### config.mk
export PLATFORM = sky130hd
export DESIGN_NAME = pcr_regs
export DESIGN_NICKNAME = d
export VERILOG_FILES = /design/src/rtl/pcr_pkg.sv /design/src/rtl/pcr_regs.sv
export SDC_FILE = /design/constraint.sdc
export NUM_CORES = 1
export LEC_CHECK = 0
export BUFFER_PORTS_ARGS = -buffer_cell sky130_fd_sc_hd__buf_2
export CORE_MARGIN = 1.5
export CORE_UTILIZATION = 45
export DETAILED_ROUTE_END_ITERATION = 8
export GPL_ROUTABILITY_DRIVEN = 0
export GPL_TIMING_DRIVEN = 0
export PLACE_DENSITY = 0.69
export SKIP_CTS_REPAIR_TIMING = 1
export SLEW_MARGIN = 25
export SYNTH_ARGS = -nofsm -noshare
export SYNTH_HDL_FRONTEND = slang
export SYNTH_SLANG_ARGS = --single-unit
### constraint.sdc
create_clock -name clock -period 6.05 [get_ports clock]
set_input_delay 1.21 -clock clock [delete_from_list [all_inputs] [get_ports clock]]
set_output_delay 1.21 -clock clock [all_outputs]
set_load 0.005 [all_outputs]
### src/rtl/pcr_pkg.sv
// What this block does
// - Open-drain select: 0 enables open-drain
// - Pull-high select: 0 enables pull-high
// - Watchdog enable bit 7, read/write
// - Bit 6 makes port5 pin0 external interrupt
// - Select low blocks external interrupt path
// - Bit 5 enables watchdog prescaler
// - Prescale ratio two to field plus one
// - Unimplemented bits read as zero
// - Interrupt mask, one enable per source
// - Global gate opened/closed by instructions
// - Ten-bit PWM period, upper bits shared
// - PWM high from period start until duty
// - Ten-bit duty, upper bits shared register
// - PWM timer count read-only
// - Eight-bit counter, internal or external source
// - Counter write clears counter prescaler
// - Watchdog clear or sleep clears watchdog
// - Internal counter halts in sleep, ADC exception
// - Watchdog runs in sleep, time-out resets
// - Unscaled watchdog time-out about 18 ms
// - Direction bit 0 output, 1 input
// - Edge select 1 counts falling edge
package pcr_pkg;
   localparam logic [11:0] OFF_OPEN_DRAIN  = 12'h000;
   localparam logic [11:0] OFF_PULL_HIGH   = 12'h004;
   localparam logic [11:0] OFF_WDOG_CTRL   = 12'h008;
   localparam logic [11:0] OFF_IRQ_MASK    = 12'h00C;
   localparam logic [11:0] OFF_PRD_A       = 12'h010;
   localparam logic [11:0] OFF_PRD_B       = 12'h014;
   localparam logic [11:0] OFF_PRD_C       = 12'h018;
   localparam logic [11:0] OFF_DUTY_A      = 12'h01C;
   localparam logic [11:0] OFF_DUTY_B      = 12'h020;
   localparam logic [11:0] OFF_DUTY_C      = 12'h024;
   localparam logic [11:0] OFF_DUTY_HIGH   = 12'h028;
   localparam logic [11:0] OFF_CNT_A       = 12'h02C;
   localparam logic [11:0] OFF_CNT_B       = 12'h030;
   localparam logic [11:0] OFF_CNT_C       = 12'h034;
   localparam logic [11:0] OFF_CNT_HIGH    = 12'h038;
   localparam logic [11:0] OFF_PRD_HIGH    = 12'h03C;
   localparam logic [11:0] OFF_CNT_CTRL    = 12'h040;
   localparam logic [11:0] OFF_TIMER       = 12'h044;
   localparam logic [11:0] OFF_DIR5        = 12'h048;
   localparam logic [11:0] OFF_SYS_CTRL    = 12'h04C;
   localparam logic [7:0] RST_OPEN_DRAIN = 8'hFF;
   localparam logic [7:0] RST_PULL_HIGH  = 8'hFF;
   localparam logic [7:0] RST_WDOG_CTRL  = 8'h80;
   localparam logic [7:0] RST_IRQ_MASK   = 8'h00;
   localparam logic [7:0] RST_CNT_CTRL   = 8'hBF;
   localparam logic [7:0] RST_DIR5       = 8'hFF;
   localparam logic [7:0] WDOG_CTRL_MASK = 8'hFC;
   localparam logic [7:0] HIGH_MASK      = 8'h3F;
   localparam int WDOG_BIT_EN  = 7;
   localparam int WDOG_BIT_EIS = 6;
   localparam int WDOG_BIT_PSE = 5;
   localparam int CNT_BIT_SRC  = 5;
   localparam int CNT_BIT_EDGE = 4;
   localparam int CNT_BIT_PSE  = 3;
   localparam int WDOG_TIMEOUT_MS = 18;
   localparam int CLOCK_KHZ = 50000;
   localparam int WDOG_TIMEOUT_CYC = WDOG_TIMEOUT_MS * CLOCK_KHZ;
   typedef struct packed {
      logic wdog_clear;
      logic sleep_enter;
      logic irq_on;
      logic irq_off;
   } pcr_instr_t;
   typedef struct packed {
      logic comparator;
      logic pwm_c;
      logic pwm_b;
      logic pwm_a;
      logic adc_done;
      logic ext_pin;
      logic port_change;
      logic counter_overflow;
   } pcr_irq_t;
endpackage

### src/rtl/pcr_regs.sv
// The address map and register access over APB were chosen for this implementation.
`timescale 1ns/1ps
`default_nettype none
module pcr_regs
   import pcr_pkg::*;
#(
   parameter int WDOG_TIMEOUT = WDOG_TIMEOUT_CYC
)
(
   input  wire logic        clock,
   input  wire logic        rst_n,
   input  wire logic        psel,
   input  wire logic        penable,
   input  wire logic        pwrite,
   input  wire logic [11:0] paddr,
   input  wire logic [31:0] pwdata,
   output logic      [31:0] prdata,
   output logic             pready,
   output logic             pslverr,
   input  wire pcr_instr_t  instr,
   input  wire logic        adc_busy,
   input  wire logic        adc_wake_enable,
   input  wire logic        counter_pin,
   input  wire logic        ext_irq_pin,
   input  wire pcr_irq_t    irq_flags,
   output logic             irq_request,
   output logic             ext_irq_event,
   output logic [7:0]       port5_open_drain_en,
   output logic [7:0]       pull_high_en,
   output logic [7:0]       port5_dir_output,
   output logic [2:0]       pwm_out,
   output logic             watchdog_reset,
   output logic             counter_overflow
);
   logic [7:0]  open_drain_select;
   logic [7:0]  pull_high_select;
   logic [7:0]  watchdog_control;
   logic [7:0]  interrupt_mask;
   logic [7:0]  period_low [3];
   logic [7:0]  duty_low [3];
   logic [7:0]  pwm_duty_upper_bits;
   logic [7:0]  period_upper_bits;
   logic [9:0]  pwm_timer [3];
   logic [7:0]  counter_control_reg;
   logic [7:0]  counter;
   logic [7:0]  counter_prescale;
   logic [7:0]  port_direction;
   logic        irq_gate;
   logic        sleeping;
   logic [7:0]  wdog_prescale;
   logic [31:0] wdog_count;
   logic [2:0]  cpin_sync;
   logic [1:0]  xpin_sync;
   logic        xpin_last;

   wire wr = psel & penable & pwrite;
   wire [7:0] wd = pwdata[7:0];

   // Low ones, as many as the ratio's exponent: code 0 divides by two
   function automatic logic [7:0] ratio_mask(input logic [2:0] code);
      ratio_mask = 8'((9'h001 << (9'(code) + 9'h001)) - 9'h001);
   endfunction

   function automatic logic [9:0] upper(input logic [7:0] hi,
                                        input logic [7:0] lo,
                                        input int         ch);
      upper = {hi[2*ch+1], hi[2*ch], lo};
   endfunction

   // APB always ready, unmapped reads zero with error
   assign pready = 1'b1;
   wire hit = (paddr[1:0] == 2'b00) && (paddr <= OFF_SYS_CTRL);
   assign pslverr = psel & penable & ~hit;

   always_ff @(posedge clock or negedge rst_n)
      if (!rst_n)
      begin
         open_drain_select   <= RST_OPEN_DRAIN;
         pull_high_select    <= RST_PULL_HIGH;
         watchdog_control    <= RST_WDOG_CTRL;
         interrupt_mask      <= RST_IRQ_MASK;
         period_low          <= '{default: 8'h00};
         duty_low            <= '{default: 8'h00};
         pwm_duty_upper_bits <= 8'h00;
         period_upper_bits   <= 8'h00;
         counter_control_reg <= RST_CNT_CTRL;
         port_direction      <= RST_DIR5;
         irq_gate            <= 1'b0;
      end
      else
      begin
         if (wr && paddr == OFF_OPEN_DRAIN)
            open_drain_select <= wd;
         if (wr && paddr == OFF_PULL_HIGH)
            pull_high_select <= wd;
         if (wr && paddr == OFF_WDOG_CTRL)
            watchdog_control <= wd & WDOG_CTRL_MASK;
         if (wr && paddr == OFF_IRQ_MASK)
            interrupt_mask <= wd;
         if (wr && paddr == OFF_PRD_A)
            period_low[0] <= wd;
         if (wr && paddr == OFF_PRD_B)
            period_low[1] <= wd;
         if (wr && paddr == OFF_PRD_C)
            period_low[2] <= wd;
         if (wr && paddr == OFF_DUTY_A)
            duty_low[0] <= wd;
         if (wr && paddr == OFF_DUTY_B)
            duty_low[1] <= wd;
         if (wr && paddr == OFF_DUTY_C)
            duty_low[2] <= wd;
         if (wr && paddr == OFF_DUTY_HIGH)
            pwm_duty_upper_bits <= wd & HIGH_MASK;
         if (wr && paddr == OFF_PRD_HIGH)
            period_upper_bits <= wd & HIGH_MASK;
         if (wr && paddr == OFF_CNT_CTRL)
            counter_control_reg <= wd;
         if (wr && paddr == OFF_DIR5)
            port_direction <= wd;
         if (instr.irq_on)
            irq_gate <= 1'b1;
         else if (instr.irq_off)
            irq_gate <= 1'b0;
      end

   // Sleep ends only by reset or a wake source outside
   always_ff @(posedge clock or negedge rst_n)
      if (!rst_n)
         sleeping <= 1'b0;
      else if (instr.sleep_enter)
         sleeping <= 1'b1;
      else if (|(irq_flags & interrupt_mask))
         sleeping <= 1'b0;

   assign port5_open_drain_en = ~open_drain_select;
   assign pull_high_en        = ~pull_high_select;
   assign port5_dir_output    = ~port_direction;

   assign irq_request = irq_gate & |(irq_flags & interrupt_mask);

   // Both pins come from outside; two stages before use
   always_ff @(posedge clock or negedge rst_n)
      if (!rst_n)
      begin
         cpin_sync <= 3'b000;
         xpin_sync <= 2'b11;
         xpin_last <= 1'b1;
      end
      else
      begin
         cpin_sync <= {cpin_sync[1:0], counter_pin};
         xpin_sync <= {xpin_sync[0], ext_irq_pin};
         xpin_last <= xpin_sync[1];
      end

   assign ext_irq_event = watchdog_control[WDOG_BIT_EIS]
                          & xpin_last & ~xpin_sync[1];

   wire ext_src  = counter_control_reg[CNT_BIT_SRC];
   wire fall     = counter_control_reg[CNT_BIT_EDGE];
   wire pin_edge = fall ? (cpin_sync[2] & ~cpin_sync[1])
                        : (~cpin_sync[2] & cpin_sync[1]);
   // internal source halts in sleep unless ADC wake
   wire run_int  = ~sleeping | (adc_busy & adc_wake_enable);
   wire tick_in  = ext_src ? pin_edge : run_int;
   wire cnt_pse  = counter_control_reg[CNT_BIT_PSE];
   wire [7:0] cmask = ratio_mask(counter_control_reg[2:0]);
   wire cnt_step = tick_in
                   & (~cnt_pse | ((counter_prescale & cmask) == cmask));
   wire cnt_wr   = wr && paddr == OFF_TIMER;
   assign counter_overflow = cnt_step & (counter == 8'hFF) & ~cnt_wr;

   always_ff @(posedge clock or negedge rst_n)
      if (!rst_n)
      begin
         counter          <= 8'h00;
         counter_prescale <= 8'h00;
      end
      else if (cnt_wr)
      begin
         counter          <= wd;
         counter_prescale <= 8'h00;
      end
      else if (tick_in)
      begin
         counter_prescale <= counter_prescale + 8'h01;
         if (cnt_step)
            counter <= counter + 8'h01;
      end

   wire [7:0] wmask = ratio_mask(watchdog_control[4:2]);
   wire wdog_pse  = watchdog_control[WDOG_BIT_PSE];
   wire wdog_step = ~wdog_pse | ((wdog_prescale & wmask) == wmask);
   wire wdog_on   = watchdog_control[WDOG_BIT_EN];
   wire wdog_clr  = instr.wdog_clear | instr.sleep_enter;
   assign watchdog_reset = wdog_on & wdog_step
                           & (wdog_count == 32'(WDOG_TIMEOUT - 1))
                           & ~wdog_clr;

   always_ff @(posedge clock or negedge rst_n)
      if (!rst_n)
      begin
         wdog_prescale <= 8'h00;
         wdog_count    <= 32'h0000_0000;
      end
      else if (wdog_clr || !wdog_on || watchdog_reset)
      begin
         wdog_prescale <= 8'h00;
         wdog_count    <= 32'h0000_0000;
      end
      else
      begin
         wdog_prescale <= wdog_prescale + 8'h01;
         if (wdog_step)
            wdog_count <= wdog_count + 32'h0000_0001;
      end

   wire [9:0] prd  [3];
   wire [9:0] duty [3];
   genvar g;
   for (g = 0; g < 3; g++)
   begin : ch
      assign prd[g]  = upper(period_upper_bits, period_low[g], g);
      assign duty[g] = upper(pwm_duty_upper_bits, duty_low[g], g);
   end

   // low once timer reaches duty; one process, halted in sleep
   always_ff @(posedge clock or negedge rst_n)
      if (!rst_n)
      begin
         pwm_timer <= '{default: 10'h000};
         pwm_out   <= 3'b000;
      end
      else if (!sleeping)
         for (int i = 0; i < 3; i++)
            if (pwm_timer[i] >= prd[i])
            begin
               pwm_timer[i] <= 10'h000;
               pwm_out[i]   <= (duty[i] != 10'h000);
            end
            else
            begin
               pwm_timer[i] <= pwm_timer[i] + 10'h001;
               if (pwm_timer[i] + 10'h001 == duty[i])
                  pwm_out[i] <= 1'b0;
            end

   wire [7:0] cnt_high = {2'b00, pwm_timer[2][9:8],
                          pwm_timer[1][9:8], pwm_timer[0][9:8]};
   logic [7:0] rsel;
   always_comb
   begin
      rsel = 8'h00;
      unique case (paddr)
         OFF_OPEN_DRAIN: rsel = open_drain_select;
         OFF_PULL_HIGH:  rsel = pull_high_select;
         OFF_WDOG_CTRL:  rsel = watchdog_control;
         OFF_IRQ_MASK:   rsel = interrupt_mask;
         OFF_PRD_A:      rsel = period_low[0];
         OFF_PRD_B:      rsel = period_low[1];
         OFF_PRD_C:      rsel = period_low[2];
         OFF_DUTY_A:     rsel = duty_low[0];
         OFF_DUTY_B:     rsel = duty_low[1];
         OFF_DUTY_C:     rsel = duty_low[2];
         OFF_DUTY_HIGH:  rsel = pwm_duty_upper_bits;
         OFF_CNT_A:      rsel = pwm_timer[0][7:0];
         OFF_CNT_B:      rsel = pwm_timer[1][7:0];
         OFF_CNT_C:      rsel = pwm_timer[2][7:0];
         OFF_CNT_HIGH:   rsel = cnt_high;
         OFF_PRD_HIGH:   rsel = period_upper_bits;
         OFF_CNT_CTRL:   rsel = counter_control_reg;
         OFF_TIMER:      rsel = counter;
         OFF_DIR5:       rsel = port_direction;
         OFF_SYS_CTRL:   rsel = {6'h00, sleeping, irq_gate};
         default:        rsel = 8'h00;
      endcase
   end

   always_ff @(posedge clock or negedge rst_n)
      if (!rst_n)
         prdata <= 32'h0000_0000;
      else if (psel && !penable && !pwrite)
         prdata <= {24'h00_0000, rsel};
endmodule
`default_nettype wire

==> metrics.txt, run 1 <==
Rows 61; Slew Viols, Final 0; most frequently used flop master after synthesis dfrtp_1; starting density of the core 0.4572; DR vias 11371; most frequent cells in the layout dfrtp_1 (176), nand2_1 (150), o21ai_0 (129), nor2_1 (122), buf_2 (84); initial antenna violation count 0; Hold Path Cell Cnt 0; sequential area share after synthesis 0.4203; antenna-violating nets left 0; Setup crit start kind input pin; post-route cell area 14540 µm²; Final Power 3390 µW; Final nets 1614; Post-synth EDFFs 0; core area about 28000 µm²; VDD IR max 329.0 µV; Mean Syn Cell Area 9.158 µm²; sw frac 0.2526; Crit. End Element output pin; Final Worst Setup Slack roughly 1.3 ns; r2r worst-path depth 12; Hold Crit Class flip-flop to flip-flop; TNS Setup 0 ns; DP HPWL 29.17 mm; Synth async-reset ratio 1.000; clk sink count 211; DRC 0; Setup WS pre-CTS ~1.5 ns; Final Hold Fails 0; cell area after synthesis 12670 µm²; fin crit share 0.7835; Setup violations, final 0; Worst Path Arrival 3.53 ns; CTS tree done; Starting DRT DRC Count 1336; share of power burned in combinational logic 0.080; Mapped Cells ~1400; power per cell area approximately 230 nW/µm²; gr usage total 0.2781; die area 29160 µm²; first-pass GRT wire length 61.82 mm; Largest Register wdog_count; max reg flops 32; Setup Crit Path Kind input pin to output pin; Ant. Diodes 0; RSZ-0062 raised after global routing false; PortBufs 76; drt pass-1 iters 8; Yosys reg bits about 210; post-route clock skew approximately 0.013 ns; Clock transition at path regs 0.06 ns; Max Freq 211.0 MHz; Static Leak 0.006532 µW; H-Tree Depth 1; final hold slack about 0.35 ns; Internal Power 2533 µW; clk root buf clkbuf_16; leading cell type in the layout, fill and taps excluded dfrtp_1; P&R area growth vs syn 14.80%; critical path peak fanout 10; Max-Cap Viols 0; Net Switching 856.4 µW; vias in the first global route 10977; Top Ports 130; clock buffer depth 3; YS warnings 0; clock power share 0.475; DR WL/cell ~21 µm; Clock Latency Late Sink around 0.53 ns; die span in x between 150 and 200 µm; Reg power frac 0.446; fraction of layout cells with a size suffix above 1 0.1797; Post-Route WL 40.29 mm; Slew @ Worst Pin 0.9597 ns; Die Y around 170 µm; synth unique cells 73; outcome finished, final reports clean; via/cell ratio just under 6; grt ovf 0; worst endpoint required time between 4 and 5 ns; min cycle time layout 4.740 ns; Area after DPL between 10000 and 15000 µm²; R2R Setup Slk about 2.9 ns; relative slew slack 0.3602; largest net degree at the start of global routing 88; Num CTS Buffers 25
==> power by group through the flow <==
| stage | registers, µW | clock network, µW | logic [µW] |
|---|---|---|---|
| floorplan | 1510 | 0 | 158 |
| global placement | 1530 | 0 | 255 |
| detailed placement | 1530 | 0 | 265 |
| CTS | 1510 | 1620 | 265 |
| global route | 1520 | 1680 | 300 |
| finish | 1510 | 1610 | 270 |
==> final cells by class <==
| class | count | area (µm²) |
|---|---|---|
| Tap cell | 378 | 473.0 |
| Clock inverter | 12 | 170.2 |
| Inverter | 67 | 251.5 |
| Fill cell | 2511 | 13170 |
| Multi-Input combinational cell | 1028 | 6685 |
| Clock buffer | 34 | 699.4 |
| Buffer | 100 | 491.7 |
| Timing Repair Buffer | 78 | 445.4 |
| Sequential cell | 211 | 5324 |
==> synth_stat cells (17+ instances only) <==
library cell / number / area [µm²]
and3_1: 17 / 106.4
inv_1: 67 / 251.5
xor2_1: 29 / 254.0
nand4_1: 18 / 112.6
dfrtp_1: 176 / 4404
nor3_1: 18 / 90.09
a31oi_1: 17 / 106.4
a21oi_1: 40 / 200.2
mux2i_1: 37 / 370.4
ha_1: 38 / 475.5
clkbuf_1: 60 / 225.2
xnor2_1: 58 / 508.0
nand3_1: 43 / 215.2
buf_4: 28 / 210.2
o21ai_0: 129 / 645.6
nor2_1: 122 / 457.9
mux2_2: 59 / 664.4
dfstp_2: 35 / 919.6
nand2_1: 150 / 563.0
nor2b_1: 20 / 125.1
==> through the flow <==
step	util	std cells
floorplan	-	1406
global placement	0.4911	1860
detailed placement	0.4934	1862
CTS	0.5248	1908
global route	0.5248	1908
finish	0.5248	1908
==> path summary, 6_finish.rpt <==
path                                                      start                    endpoint
worst min-delay path                     xpin_sync[0]$_DFF_PN1_      xpin_sync[1]$_DFF_PN1_
worst max-delay path                                   paddr[4]            counter_overflow
worst max register to register  watchdog_control[3]$_DFFE_PN0P_  wdog_count[20]$_DFFE_PN0P_
min in group asynchronous                                 rst_n  period_low[22]$_DFFE_PN0P_
max in group asynchronous                                 rst_n      xpin_sync[0]$_DFF_PN1_
worst min register to register           xpin_sync[0]$_DFF_PN1_      xpin_sync[1]$_DFF_PN1_
==> metal layers <==
metal  up-vias  GRT usage  routed length [µm]
met2       551     0.4291               17880
met1      5568     0.3729               16680
met4         0     0.1174                1781
met5         -          0                   0
met3       152    0.06639                3958
li1       5100          -                   -
==> critical path, cell delays in order <==
cell and delay, ns:
clkbuf_1 0.36, nor2_1 0.63, nand3b_1 0.45, nor2_1 0.48, and4b_1 0.25, buf_2 0.12
==> kinds of logic (layout without fill, tap and decap cells) <==
group	count (synthesis)	in the layout	share of synthesized area
other cells	2	25	0.0005929
fa+ha+maj	38	38	0.03754
flops	211	211	0.4203
buf+inv	167	291	0.05868
compound gates	303	303	0.1530
simple gates	476	476	0.1827
mux	99	99	0.08703
xor+xnor	87	87	0.06016
No activity file was read; power rests on OpenSTA's default activity.
==> run 2: changes to the inputs <==
--- a/config.mk
+++ b/config.mk
@@ -11,7 +11,7 @@
 export DETAILED_ROUTE_END_ITERATION = 8
 export GPL_ROUTABILITY_DRIVEN = 0
 export GPL_TIMING_DRIVEN = 0
-export PLACE_DENSITY = 0.69
+export PLACE_DENSITY = 0.71
 export SKIP_CTS_REPAIR_TIMING = 1
 export SLEW_MARGIN = 25
 export SYNTH_ARGS = -nofsm -noshare
==> constraint.sdc (replaced) <==
create_clock -name clock -period 3.95 [get_ports clock]
set_input_delay 0.79 -clock clock [delete_from_list [all_inputs] [get_ports clock]]
set_output_delay 0.79 -clock clock [all_outputs]
set_load 0.005 [all_outputs]
==> run 2 against run 1 <==
Non-clock buffer count fell by 2. Clock skew rose by 0.0059 ns. Clock-buffer cell count fell by 2. Register-to-register slack got worse by 2.0 ns. Worst hold slack got worse by 0.20 ns. Critical path depth rose by 2. First-iteration DRC count rose by 4.3%. Sequential power rose by 54%. Clock power rose by 61%. Critical path type is now flip-flop to output pin. Sequential cell count did not move. Via count fell by 0.62%.
==> metrics.txt, run 2 (synthesis results as in run 1) <==
starting density of the core 0.4572 (unchanged); Net Switching 1352 µW (was 856.4 µW); antenna-violating nets left 0 (unchanged); RSZ-0062 raised after global routing false (unchanged); via/cell ratio 5.922 (was 5.960); largest net degree at the start of global routing 95 (was 88); Final Non-Filler Cells 1908 (unchanged); Rows 61 (unchanged); Multi-input gate area 6689 µm² (was 6685 µm²); clk root buf clkbuf_16 (unchanged); Max-Cap Viols 0 (unchanged); DRC 0 (unchanged); power per cell area 365.6 nW/µm² (was 233.1 nW/µm²); drt pass-1 iters 9 (was 8); vias in the first global route 10933 (was 10977); first-pass GRT wire length 61.96 mm (was 61.82 mm); min cycle time layout 3.752 ns; DP HPWL 28.57 mm (was 29.17 mm); most frequent cells in the layout dfrtp_1 (175), nand2_1 (150), o21ai_0 (129), nor2_1 (121), buf_2 (84) (was dfrtp_1 (176), nand2_1 (150), o21ai_0 (129), nor2_1 (122), buf_2 (84)); Post-Route WL 39.74 mm (was 40.29 mm); fin crit share 0.9498; share of power burned in combinational logic 0.079 (was 0.080); Setup violations, final 0 (unchanged); clock buffer depth 3 (unchanged); Die Y 170.8 µm (unchanged); Setup Crit Path Kind flip-flop to output pin (was input pin to output pin); Final Hold Fails 0 (unchanged); Largest Register wdog_count (unchanged); Static Leak 0.006548 µW (was 0.006532 µW); Max Freq 266.5 MHz; Clock Latency Late Sink 0.55 ns (was 0.53 ns); Worst Path Arrival 2.96 ns (was 3.53 ns); core area 27710 µm² (unchanged); relative slew slack 0.3642 (was 0.3602); fillers 2505 (was 2511); initial antenna violation count 0 (unchanged); CTS tree done (unchanged); Hold Crit Class input pin to asynchronous set/reset pin (was flip-flop to flip-flop); clock power share 0.487 (was 0.475); Reg power frac 0.434 (was 0.446); outcome finished, final reports clean (unchanged); max reg flops 32 (unchanged); gr usage total 0.2755 (was 0.2781); Sequential Area 5325 µm² (was 5324 µm²); post-route clock skew 0.01860 ns (was 0.01274 ns); Top Ports 130 (unchanged); Slew Viols, Final 0 (unchanged); Slew @ Worst Pin 0.9537 ns (was 0.9597 ns); placed insts 1862 (unchanged); P&R area growth vs syn 15.34% (was 14.80%); grt ovf 0 (unchanged); Reg-to-Reg Start watchdog_control[2]$_DFFE_PN0P_ (was watchdog_control[3]$_DFFE_PN0P_); Starting DRT DRC Count 1394 (was 1336); leading cell type in the layout, fill and taps excluded dfrtp_1 (unchanged); Num CTS Buffers 26 (was 25); H-Tree Depth 1 (unchanged); PortBufs 76 (unchanged); Final Power 5341 µW (was 3390 µW); Internal Power 3989 µW (was 2533 µW); Ant. Diodes 0 (unchanged); r2r worst-path depth 11 (was 12); worst endpoint required time 3.16 ns (was 4.84 ns); clk sink count 211 (unchanged); die span in x 170.8 µm (unchanged); Setup crit start kind flip-flop (was input pin); DR vias 11300 (was 11371); critical path peak fanout 9 (was 10); Core Util, Final 0.5273 (was 0.5248); DR WL/cell 20.83 µm (was 21.12 µm); R2R Setup Slk 0.93 ns (was 2.93 ns); Clock transition at path regs 0.06 ns (about the same); Reg2Reg Capture Point wdog_count[28]$_DFFE_PN0P_ (was wdog_count[20]$_DFFE_PN0P_); fraction of layout cells with a size suffix above 1 0.1850 (was 0.1797); VDD IR max 412.8 µV (was 329.0 µV); die area 29160 µm² (unchanged); Crit. End Element output pin (unchanged); sw frac 0.2531 (was 0.2526); Final nets 1613 (was 1614)
==> run 2: area by class of cell <==
cell class	count	area share
plain buffers	98	0.03314
clock buffers	32	0.04882
clock inverters	16	0.01533
inverters	67	0.01747
multi-input cells	1028	0.4579
flip-flops and latches	211	0.3645
well taps	378	0.03237
repair buffers	78	0.03049
==> run 2: worst max path at each step <==
| stage | cells after the start | from | end |
|---|---|---|---|
| after global routing | 8 | watchdog_control[2]$_DFFE_PN0P_ | watchdog_reset |
| final | 8 | watchdog_control[2]$_DFFE_PN0P_ | watchdog_reset |
| after global placement | 1 | rst_n | pwm_timer[15]$_DFFE_PN0N_ |
| after CTS | 9 | sleeping$_DFFE_PN0P_ | counter_overflow |
| after detailed placement | 6 | paddr[4] | counter_overflow |
| after floorplan | 5 | paddr[4] | counter_overflow |
==> run 2: power groups by stage <==
| stage | clock network (µW) | logic (µW) | registers [µW] |
|---|---|---|---|
| detailed placement | 0 | 406 | 2350 |
| global placement | 0 | 390 | 2340 |
| floorplan | 0 | 242 | 2320 |
| CTS | 2630 | 413 | 2310 |
| global route | 2720 | 459 | 2330 |
| finish | 2600 | 419 | 2320 |
==> run 2: per-layer routing <==
metal | routed length, µm | GRT usage | vias up
met4 | 1686 | 0.1035 | 2
li1 | - | - | 5091
met3 | 3829 | 0.06685 | 147
met2 | 17660 | 0.4257 | 604
met5 | 76 | 0 | -
met1 | 16490 | 0.3733 | 5456
==> run 2: critical path, stage by stage (launching register included) <==
cell       delay [ns]
dfrtp_1          0.50
and2_1           0.22
ha_1             0.29
nor2b_2          0.19
o22ai_1          0.09
a32oi_1          0.28
nor2_1           0.08
a2111oi_1        0.54
buf_2            0.21
==> run 2: metrics by stage <==
step                      hold WS, ns  worst slack (ns)  TNS (ns)  area (µm²)
after floorplan                0.3312             1.126         0       12750
after global placement         0.3461            -1.508   -268.70       13610
after detailed placement       0.3433            0.1070         0       13670
after CTS                      0.1526          -0.02919  -0.02919       14610
after global routing           0.1665           0.05593         0       14610
final                          0.1516            0.1983         0       14610
